[src/verilog/fbo_pkg.sv]
// Package: constants and types for the flash bus host controller
`default_nettype none
package fbo_pkg;
	localparam int          CLK_PERIOD_NS      = 8;
	localparam int          ADDR_W             = 19;
	localparam int          DATA_W             = 16;
	// Access and reset intervals in ns, plain defaults
	localparam int          SELECT_ACCESS_NS   = 70;
	localparam int          ADDR_ACCESS_NS     = 70;
	localparam int          MIN_RESET_PULSE_NS = 500;
	localparam int          POST_RESET_REC_NS  = 50;
	localparam int          READY_IDLE_NS      = 500;
	localparam int          WRITE_PULSE_NS     = 35;
	localparam int          WRITE_HOLD_NS      = 20;
	// Cycle counts, least times rounded up
	localparam int          SELECT_ACCESS_CYC  = (SELECT_ACCESS_NS + CLK_PERIOD_NS - 1) / CLK_PERIOD_NS;
	localparam int          ADDR_ACCESS_CYC    = (ADDR_ACCESS_NS + CLK_PERIOD_NS - 1) / CLK_PERIOD_NS;
	localparam int          RESET_PULSE_CYC    = (MIN_RESET_PULSE_NS + CLK_PERIOD_NS - 1) / CLK_PERIOD_NS;
	localparam int          POST_RESET_CYC     = (POST_RESET_REC_NS + CLK_PERIOD_NS - 1) / CLK_PERIOD_NS;
	localparam int          READY_IDLE_CYC     = (READY_IDLE_NS + CLK_PERIOD_NS - 1) / CLK_PERIOD_NS;
	localparam int          WRITE_PULSE_CYC    = (WRITE_PULSE_NS + CLK_PERIOD_NS - 1) / CLK_PERIOD_NS;
	localparam int          WRITE_HOLD_CYC     = (WRITE_HOLD_NS + CLK_PERIOD_NS - 1) / CLK_PERIOD_NS;
	localparam int          CNT_W              = 8;
	localparam logic [7:0]  CNT_ZERO           = 8'h00;
	localparam logic [15:0] DATA_ZERO          = 16'h0000;
	localparam logic [18:0] ADDR_ZERO          = 19'h00000;

	typedef enum logic [2:0] {
		FBO_IDLE   = 3'b000,
		FBO_RD     = 3'b001,
		FBO_WR     = 3'b010,
		FBO_WHOLD  = 3'b011,
		FBO_RST    = 3'b100,
		FBO_RREC   = 3'b101
	} fbo_state_t;
endpackage : fbo_pkg
`default_nettype wire

[src/verilog/fbo_host.sv]
// Host-side controller driving the parallel flash bus pins
`timescale 1ns/1ps
`default_nettype none
module fbo_host (
	// Clock and reset
	input  wire logic                      clk,
	input  wire logic                      rst_n,
	// User command port
	input  wire logic                      req_valid,
	output logic                           req_ready,
	input  wire logic                      req_write,
	input  wire logic                      req_byte_mode,
	input  wire logic [fbo_pkg::ADDR_W-1:0] req_addr,
	input  wire logic [fbo_pkg::DATA_W-1:0] req_wdata,
	input  wire logic                      req_flash_reset,
	output logic                           rsp_valid,
	output logic [fbo_pkg::DATA_W-1:0]     rsp_rdata,
	output logic                           dev_busy,
	// Flash pins
	output logic                           chip_select_n,
	output logic                           output_enable_n,
	output logic                           write_enable_n,
	output logic                           width_select_n,
	output logic                           hw_reset_n,
	output logic [fbo_pkg::ADDR_W-1:0]     flash_addr,
	input  wire logic [fbo_pkg::DATA_W-1:0] dq_i,
	output logic [fbo_pkg::DATA_W-1:0]     dq_o,
	output logic                           dq_oe,
	input  wire logic                      ready_busy_n
);
	import fbo_pkg::*;

	// ----------------------------------------
	// Reset synchroniser
	// ----------------------------------------
	logic rst_s1_r;
	logic rst_s2_r;
	always_ff @(posedge clk or negedge rst_n) begin
		if (!rst_n) begin
			rst_s1_r <= 1'b0;
			rst_s2_r <= 1'b0;
		end else begin
			rst_s1_r <= 1'b1;
			rst_s2_r <= rst_s1_r;
		end
	end

	function automatic logic [CNT_W-1:0] cyc(input int n);
		cyc = CNT_W'(n);
	endfunction : cyc

	// ----------------------------------------
	// Bus sequencer
	// ----------------------------------------
	fbo_state_t             st_r,    st_nxt;
	logic [CNT_W-1:0]       cnt_r,   cnt_nxt;
	logic                   cs_r,    cs_nxt;
	logic                   oe_r,    oe_nxt;
	logic                   we_r,    we_nxt;
	logic                   byte_r,  byte_nxt;
	logic                   rstp_r,  rstp_nxt;
	logic [ADDR_W-1:0]      addr_r,  addr_nxt;
	logic [DATA_W-1:0]      wd_r,    wd_nxt;
	logic                   drv_r,   drv_nxt;
	logic [DATA_W-1:0]      rd_r,    rd_nxt;
	logic                   rv_r,    rv_nxt;

	always_comb begin
		st_nxt   = st_r;
		cnt_nxt  = cnt_r;
		cs_nxt   = cs_r;
		oe_nxt   = oe_r;
		we_nxt   = we_r;
		byte_nxt = byte_r;
		rstp_nxt = rstp_r;
		addr_nxt = addr_r;
		wd_nxt   = wd_r;
		drv_nxt  = drv_r;
		rd_nxt   = rd_r;
		rv_nxt   = 1'b0;
		case (st_r)
			FBO_IDLE: begin
				if (req_valid && req_flash_reset) begin
					rstp_nxt = 1'b0;
					cs_nxt   = 1'b1;
					oe_nxt   = 1'b1;
					we_nxt   = 1'b1;
					drv_nxt  = 1'b0;
					cnt_nxt  = cyc(RESET_PULSE_CYC);
					st_nxt   = FBO_RST;
				end else if (req_valid && req_write) begin
					byte_nxt = !req_byte_mode;
					addr_nxt = req_addr;
					wd_nxt   = req_wdata;
					cs_nxt   = 1'b0;
					oe_nxt   = 1'b1;
					we_nxt   = 1'b0;
					drv_nxt  = 1'b1;
					cnt_nxt  = cyc(WRITE_PULSE_CYC);
					st_nxt   = FBO_WR;
				end else if (req_valid) begin
					// Read cycle, wait full select access
					byte_nxt = !req_byte_mode;
					addr_nxt = req_addr;
					cs_nxt   = 1'b0;
					oe_nxt   = 1'b0;
					we_nxt   = 1'b1;
					drv_nxt  = 1'b0;
					cnt_nxt  = cyc(SELECT_ACCESS_CYC > ADDR_ACCESS_CYC ? SELECT_ACCESS_CYC : ADDR_ACCESS_CYC);
					st_nxt   = FBO_RD;
				end
			end
			FBO_RD: begin
				if (cnt_r == CNT_ZERO) begin
					// Byte mode keeps low byte only
					rd_nxt  = byte_r ? dq_i : {8'h00, dq_i[7:0]};
					rv_nxt  = 1'b1;
					cs_nxt  = 1'b1;
					oe_nxt  = 1'b1;
					st_nxt  = FBO_IDLE;
				end else begin
					cnt_nxt = cnt_r - 8'h01;
				end
			end
			FBO_WR: begin
				if (cnt_r == CNT_ZERO) begin
					// Rising edge latches data; hold after
					we_nxt  = 1'b1;
					cs_nxt  = 1'b1;
					cnt_nxt = cyc(WRITE_HOLD_CYC);
					st_nxt  = FBO_WHOLD;
				end else begin
					cnt_nxt = cnt_r - 8'h01;
				end
			end
			FBO_WHOLD: begin
				if (cnt_r == CNT_ZERO) begin
					drv_nxt = 1'b0;
					rv_nxt  = 1'b1;
					st_nxt  = FBO_IDLE;
				end else begin
					cnt_nxt = cnt_r - 8'h01;
				end
			end
			FBO_RST: begin
				if (cnt_r == CNT_ZERO) begin
					rstp_nxt = 1'b1;
					cnt_nxt  = cyc(POST_RESET_CYC);
					st_nxt   = FBO_RREC;
				end else begin
					cnt_nxt = cnt_r - 8'h01;
				end
			end
			FBO_RREC: begin
				// Wait for device ready after reset
				if (cnt_r != CNT_ZERO) begin
					cnt_nxt = cnt_r - 8'h01;
				end else if (ready_busy_n) begin
					rv_nxt = 1'b1;
					st_nxt = FBO_IDLE;
				end
			end
			default: begin
				st_nxt = FBO_IDLE;
			end
		endcase
	end

	always_ff @(posedge clk or negedge rst_s2_r) begin
		if (!rst_s2_r) begin
			st_r   <= FBO_IDLE;
			cnt_r  <= CNT_ZERO;
			cs_r   <= 1'b1;
			oe_r   <= 1'b1;
			we_r   <= 1'b1;
			byte_r <= 1'b1;
			rstp_r <= 1'b1;
			addr_r <= ADDR_ZERO;
			wd_r   <= DATA_ZERO;
			drv_r  <= 1'b0;
			rd_r   <= DATA_ZERO;
			rv_r   <= 1'b0;
		end else begin
			st_r   <= st_nxt;
			cnt_r  <= cnt_nxt;
			cs_r   <= cs_nxt;
			oe_r   <= oe_nxt;
			we_r   <= we_nxt;
			byte_r <= byte_nxt;
			rstp_r <= rstp_nxt;
			addr_r <= addr_nxt;
			wd_r   <= wd_nxt;
			drv_r  <= drv_nxt;
			rd_r   <= rd_nxt;
			rv_r   <= rv_nxt;
		end
	end

	// ----------------------------------------
	// Outputs
	// ----------------------------------------
	assign req_ready       = (st_r == FBO_IDLE);
	assign rsp_valid       = rv_r;
	assign rsp_rdata       = rd_r;
	// Busy shown so user holds writes; status reads still allowed
	assign dev_busy        = !ready_busy_n;
	assign chip_select_n   = cs_r;
	assign output_enable_n = oe_r;
	assign write_enable_n  = we_r;
	assign width_select_n  = byte_r;
	assign hw_reset_n      = rstp_r;
	assign flash_addr      = addr_r;
	// Byte mode drives zero on the upper byte
	assign dq_o            = byte_r ? wd_r : {8'h00, wd_r[7:0]};
	// Never drive while output enable low
	assign dq_oe           = drv_r && oe_r;

	// ----------------------------------------
	// Checks
	// ----------------------------------------
	property p_no_contention;
		@(posedge clk) disable iff (!rst_s2_r) !(dq_oe && !output_enable_n);
	endproperty
	a_no_contention: assert property (p_no_contention) else $error("host drives dq with oe low");

	property p_read_levels;
		@(posedge clk) disable iff (!rst_s2_r) (st_r == FBO_RD) |-> (!chip_select_n && !output_enable_n && write_enable_n);
	endproperty
	a_read_levels: assert property (p_read_levels) else $error("bad read levels");

	property p_write_levels;
		@(posedge clk) disable iff (!rst_s2_r) (st_r == FBO_WR) |-> (!chip_select_n && output_enable_n && !write_enable_n && dq_oe);
	endproperty
	a_write_levels: assert property (p_write_levels) else $error("bad write levels");

	property p_read_access;
		@(posedge clk) disable iff (!rst_s2_r) $fell(chip_select_n) && write_enable_n |-> !chip_select_n [*8];
	endproperty
	a_read_access: assert property (p_read_access) else $error("select access too short");

	property p_reset_pulse;
		@(posedge clk) disable iff (!rst_s2_r) $fell(hw_reset_n) |-> !hw_reset_n [*8] ##0 (st_r == FBO_RST);
	endproperty
	a_reset_pulse: assert property (p_reset_pulse) else $error("reset pulse too short");

	property p_reset_quiet;
		@(posedge clk) disable iff (!rst_s2_r) !hw_reset_n |-> (chip_select_n && write_enable_n && !dq_oe);
	endproperty
	a_reset_quiet: assert property (p_reset_quiet) else $error("access during reset");

	property p_recovery;
		@(posedge clk) disable iff (!rst_s2_r) $rose(hw_reset_n) |-> chip_select_n [*7];
	endproperty
	a_recovery: assert property (p_recovery) else $error("access before recovery");

	property p_byte_read;
		@(posedge clk) disable iff (!rst_s2_r) rsp_valid && !width_select_n && ($past(st_r) == FBO_RD) |-> rsp_rdata[15:8] == 8'h00;
	endproperty
	a_byte_read: assert property (p_byte_read) else $error("byte read upper not zero");

	c_read:  cover property (@(posedge clk) disable iff (!rst_s2_r) st_r == FBO_RD ##[1:20] rsp_valid);
	c_write: cover property (@(posedge clk) disable iff (!rst_s2_r) st_r == FBO_WHOLD ##[1:10] st_r == FBO_IDLE);
	c_reset: cover property (@(posedge clk) disable iff (!rst_s2_r) st_r == FBO_RREC ##[1:100] st_r == FBO_IDLE);
endmodule : fbo_host
`default_nettype wire

[config.mk]
export PLATFORM = sky130hd
export DESIGN_NAME = fbo_host
export DESIGN_NICKNAME = d
export VERILOG_FILES = /design/src/verilog/fbo_pkg.sv /design/src/verilog/fbo_host.sv
export SDC_FILE = /design/constraint.sdc
export NUM_CORES = 1
export LEC_CHECK = 0
export ABC_AREA = 1
export ABC_CLOCK_PERIOD_IN_PS = 3050
export BUFFER_PORTS_ARGS = -buffer_cell sky130_fd_sc_hd__buf_2
export CAP_MARGIN = 10
export CORE_MARGIN = 8
export CORE_UTILIZATION = 45
export DETAILED_ROUTE_END_ITERATION = 10
export PLACE_DENSITY = 0.8
export SLEW_MARGIN = 20
export SYNTH_ARGS = -nofsm -noshare
export SYNTH_HDL_FRONTEND = slang
export SYNTH_SLANG_ARGS = --single-unit
[constraint.sdc]
create_clock -name clk -period 3.05 [get_ports clk]
set_input_delay 0.305 -clock clk [delete_from_list [all_inputs] [get_ports clk]]
set_output_delay 0.305 -clock clk [all_outputs]
set_load 0.01 [all_outputs]
== Word level (Yosys, flattened, before mapping) ==
Index checks and enable logic that the tools add are counted.
Word-level totals
  register bits after elaboration: 71
  input bits: 58
  logic and storage cells: 104
  bits in read-only memories: 0
  memories kept: 0
  bits in writable memories: 0
  latch bits: 0
  output and inout bits: 60
Operators by class
  divide/modulo/power cells: 0
  $add $sub $neg: 1
  equal/unequal tests: 17
  shift operators: 0
  $mul: 0
  $lt $le $gt $ge: 0
  bitwise gates (word level): 1
  mux-type cells: 44
  reductions and logical operators: 27
Operator list (number)
  $mux W8: 7
  $pmux W8 S5: 1
  $mux W19: 2
  $mux W16: 2
  $mux W3: 8
  $reduce_and A3 Y1: 7
  $mux W1: 17
  $ne A2 B2 Y1 const B: 8
  $pmux W3 S5: 1
  $pmux W1 S2: 6
  $reduce_bool A2 Y1: 6
  $logic_not A8 Y1: 1
  $reduce_bool A8 Y1: 1
  $sub A8 B1 Y8 const B: 1
  $eq A3 B2 Y1 const B: 2
  $eq A3 B3 Y1 const B: 2
  $ne A2 B1 Y1 const B: 3
  $reduce_and A6 Y1: 1
  $reduce_bool A5 Y1: 1
  $ne A4 B2 Y1 const B: 1
  $reduce_and A4 Y1: 1
  $reduce_or A2 Y1: 2
  $eq A3 B1 Y1 const B: 1
  $logic_and A1 B1 Y1: 3
  other kinds (4): 5

== Logic depth before layout (Yosys ltp) ==
  word-level depth: 4
  mapped depth: 10
  depth with buffers taken out: 9

== Worst setup path before layout ==
No wires, ideal clock.
  path kind: reg2reg
  from: reg cnt_r[0]
  to: reg st_r[2]
  clock period less this slack: 1.534 ns
  path buffers: 1
  path slack: 1.516 ns
  data arrival time: 1.414 ns
  library setup time: 0.120 ns
  cell stages (with the launch flop): 11
  data required time: 2.930 ns
  cells stage by stage: dfrtp_1 inv_1 ha_1 nand2_1 nor2_4 buf_4 nor2_1 nor2_2 nand3_1 nand2_1 nand2_1
On the way
  cells in the longest elaborated chain, start to end: 3
  elaborated cells between the ends (all ways): 7
  classes of those cells: 4 x eq/ne; 3 x reduce/logical
Ends and longest elaborated chain
  from (decl): RTL line fbo_host.sv:56  | logic [CNT_W-1:0] cnt_r, cnt_nxt;
  from (signal assigned): RTL line fbo_host.sv:185  | cnt_r <= cnt_nxt;
  $reduce_bool A8 Y1 / $logic_not A8 Y1 (equally long branches)
  $ne A2 B2 Y1 (no source line) / $ne A2 B1 Y1 (equally long branches)
  $reduce_and A6 Y1 (no source line) (*)
  to (signal assigned): RTL line fbo_host.sv:184  | st_r <= st_nxt;
  to (decl): RTL line fbo_host.sv:55  | fbo_state_t st_r, st_nxt;
Mark *: on every way between the ends. The rest lies on a longest branch, timed or not.
A chain may end at the register's enable or synchronous reset.

== Worst setup path in the final report ==
  from: reg cnt_r[0]
  to: reg rd_r[3], in the netlist rsp_rdata[3]
On the way
  cells in the longest elaborated chain, start to end: 2
Ends and longest elaborated chain
  $logic_not A8 Y1: RTL line fbo_host.sv:114  | if (cnt_r == CNT_ZERO) begin
  $reduce_and A2 Y1 (no source line)
  to (signal assigned): RTL line fbo_host.sv:194  | rd_r <= rd_nxt;
  to (decl): RTL line fbo_host.sv:65  | logic [DATA_W-1:0] rd_r, rd_nxt;
Every way passes these cells.

==> metrics.md <==
| Metric | Value |
|---|---|
| Cell mode on critical path | `nand2_1` |
| WP data arrival | `2460 ps` |
| Vias/cell | `~4.6` |
| TritonCTS buffer count | `9` |
| Clock root buffer | `clkbuf_8` |
| Mapped Area | `approximately 0.0033 mm2` |
| Initial DRC count | `between 100 and 150` |
| Largest net degree at the start of global routing | `47` |
| Gr ovfl total | `0` |
| Placed inst area | `a little under 0.004 mm2` |
| DRC errors left | `0` |
| Rel. slew slack | `between 60 and 70%` |
| Floorplan core area | `0.00718 mm2` |
| Max Slew Vio Count | `0` |
| Startpoint Class | `register` |
| Sequential area share after synthesis | `between 50% and 60%` |
| Peak VDD IR | `approximately 420 uV` |
| Critical-path top delay cell | `nand3_2` |
| Synth Area per Inst | `7.89 um2` |
| GRT Overall Usage | `roughly 16%` |
| Die area | `about 0.010 mm2` |
| Most frequent cell after synthesis | `nand2_1` |
| DR WL/cell | `12.6 um` |
| IO Port Bufs | `~120` |
| Initial Util | `around 46%` |
| DR pass1 iterations | `6` |
| FF+latch count, synth | `71` |
| Area share of the largest cell type after synthesis | `between 40% and 50%` |
| Resize count post-CTS | `0` |
| First-pass GRT wire length | `between 10 and 15 mm` |
| Initial antenna violation count | `0` |
| Logic gate share of total power | `40.6%` |
| Post-synth top cells | `nand2_1 (206), dfrtp_1 (66), inv_1 (33), nor2_1 (22), buf_4 (13)` |
| Post-synth top area cell | `dfrtp_1` |
| Io pins | `about 120` |
| Register Area | `approximately 0.0018 mm2` |
| # fillers | `between 600 and 700` |
| Max FO, Critical Path | `26` |
| Type of destination of the critical path | `register` |
| Leak | `around 0.0024 uW` |
| GPL Wtd Cong | `0.868` |
| Setup_tns | `0 ps` |
| Post-Route Skew | `around 7.7 ps` |
| Layout cells sized above 1 | `around 29%` |
| Vias in the first global route | `slightly below 3,000` |
| Unrepaired setup endpoints after global routing | `false` |
| Sw power | `around 1700 uW` |
| Power Internal | `between 2000 and 3000 uW` |
| Seq pwr share | `between 30% and 40%` |
| Layout area overhead | `24.8%` |
| Count of final hold-check violations | `0` |
| Sinks on Clock Net | `71` |
| Post-Syn Instances | `419` |
| Std cell rows | `31` |
| Setup violators final | `0` |
| Clock network fraction of total power | `about a fifth` |
| PnR worst setup slack | `about 870 ps` |
| Crit path largest cell delay | `430 ps` |
| Wirelength, routed | `7.94 mm` |
| Top_reg_cell synth | `dfrtp_1` |
| Post-DP HPWL | `5.95 mm` |
| Multi-input logic area | `~0.0012 mm2` |
| Post-synth ARST share | `100%` |
| CP Class | `reg2reg` |
| Fmax | `459 MHz` |
| Fin crit period | `around 2200 ps` |
| Slew @ Worst Pin | `568 ps` |
| DIE WIDTH | `~100 um` |
| Setup WS pre-CTS | `~890 ps` |
| Max_cap viols | `0` |
| Post-synth EDFFs | `0` |
| Ys Warns | `0` |
| Largest cells by area after synthesis | `dfrtp_1 (50%), nand2_1 (23%), dfstp_2 (4.0%)` |
| Hold Path Class | `in2reg` |
| H-tree Lvls | `3` |
| Die Height | `approximately 100 um` |
| Switch share | `between 40% and 50%` |
| Antenna Nets Post-Route | `0` |
| Antenna diodes | `0` |
| Data required, critical path | `roughly 3300 ps` |
| Final instance area | `between 0.004 and 0.005 mm2` |
| Status | `complete, no violations` |
| Yosys cell types | `27` |
| Pwr dens | `a little over 1000 mW/mm2` |
| Post-route clock period utilization | `71.4%` |
| Syn nets | `between 400 and 500` |
| Vias | `between 2,000 and 3,000` |
| CTS clk-pin slew, worst paths | `80 ps` |
| Worst skew pair latency | `about 340 ps` |
| Maximum clock path buffer count | `2` |
| Cell chain of the critical path | `inv_1 > ha_1 > nand2_1 > nor2_4 > nand3_2 > inv_1 > nand2_1 > nand2_1` |
| NumNets Final | `around 590` |
| CTS tree | `done` |
==> cells by family after synthesis <==
logic type,synth area share [%]
adders and majority gates,0.378
buffers and inverters,8.55
AOI/OAI and AO/OA,4.96
xor gates and xnor gates,0.530
other,0.113
DFF,53.9
and+or+nand+nor,31.5
==> path summary, 6_finish.rpt <==
kind | startpoint | end | slack, ps | cells after the start
worst min register to register | rst_s2_r$_DFF_PN0_ | flash_addr[10]$_DFFE_PN0P_ | 240 | 0
worst max-delay path | cnt_r[0]$_DFFE_PN0P_ | rsp_rdata[3]$_DFFE_PN0P_ | 870 | 8
max in group asynchronous | rst_s2_r$_DFF_PN0_ | output_enable_n$_DFFE_PN1P_ | 1840 | 1
worst min-delay path | req_byte_mode | width_select_n$_DFFE_PN1P_ | 110 | 2
min in group asynchronous | rst_s2_r$_DFF_PN0_ | flash_addr[10]$_DFFE_PN0P_ | 240 | 0
worst max register to register | cnt_r[0]$_DFFE_PN0P_ | rsp_rdata[3]$_DFFE_PN0P_ | 870 | 8
==> cell type report <==
class,instances,area share [%]
Sequential cell,71,43.2
Tap cell,99,3.00
Multi-Input combinational cell,289,30.0
Timing Repair Buffer,119,14.6
Clock buffer,11,3.67
Inverter,39,3.55
Clock inverter,4,1.88
==> power by group through the flow <==
stage / sequential, uW / clock [uW] / combinational (uW)
floorplan: 1740 / 0 / 1160
global placement: 1680 / 0 / 1710
detailed placement: 1700 / 0 / 1750
CTS: 1690 / 880 / 1760
global route: 1750 / 918 / 1990
finish: 1690 / 849 / 1730
==> layout by cell type (no fill, tap or decap), types with 2 or more instances in the layout <==
cell type,instances
a21oi_1,10
nand3_1,10
inv_2,6
clkbuf_8,11
nor2_1,22
dfstp_2,5
xor2_1,2
nand4_1,4
nand2_1,206
inv_1,33
o21ai_0,8
bufinv_16,2
dfrtp_1,65
nand3_2,2
buf_2,117
nor2_4,5
nand2_2,2
o21ai_1,10
==> registers in the layout, summed over array words and instances (netlist names) <==
signal,flops
rsp_rdata,16
output_enable_n,1
flash_addr,19
hw_reset_n,1
width_select_n,1
rst_s2_r,1
rst_s1_r,1
write_enable_n,1
st_r,3
drv_r,1
wd_r,16
chip_select_n,1
cnt_r,8
rsp_valid,1
==> through the flow <==
stage	std cells	utilization (%)	total power, uW	hold WS, ps
4_1_cts	632	57.5	4320	90.6
3_5_place_dp	616	54.2	3450	93.7
5_1_grt	632	57.5	4650	99.4
3_3_place_gp	616	54.2	3390	99.1
6_report	632	57.5	4270	109
2_1_floorplan	419	-	2900	9.41
==> critical path, delay by kind of cell, from the launching register on <==
family / cells / cell delay, ps
buffers and inverters: 2 / 510
DFF: 1 / 380
and+or+nand+nor: 5 / 960
adders and majority gates: 1 / 250
==> metal layers <==
metal  share of wire [%]  vias to the layer above  track usage, %
met5                   0                        -               0
met4                 1.7                        0            7.79
met3                 5.8                       10            3.51
met2                  48                       90            26.6
met1                  44                     1319            18.8
li1                    -                     1482               -
==> timing repair <==
item,CTS,global route
hold endpoints to repair,2,0
buffers inserted,0,0
hold buffers,1,0
(Power assumes the default switching activity.)
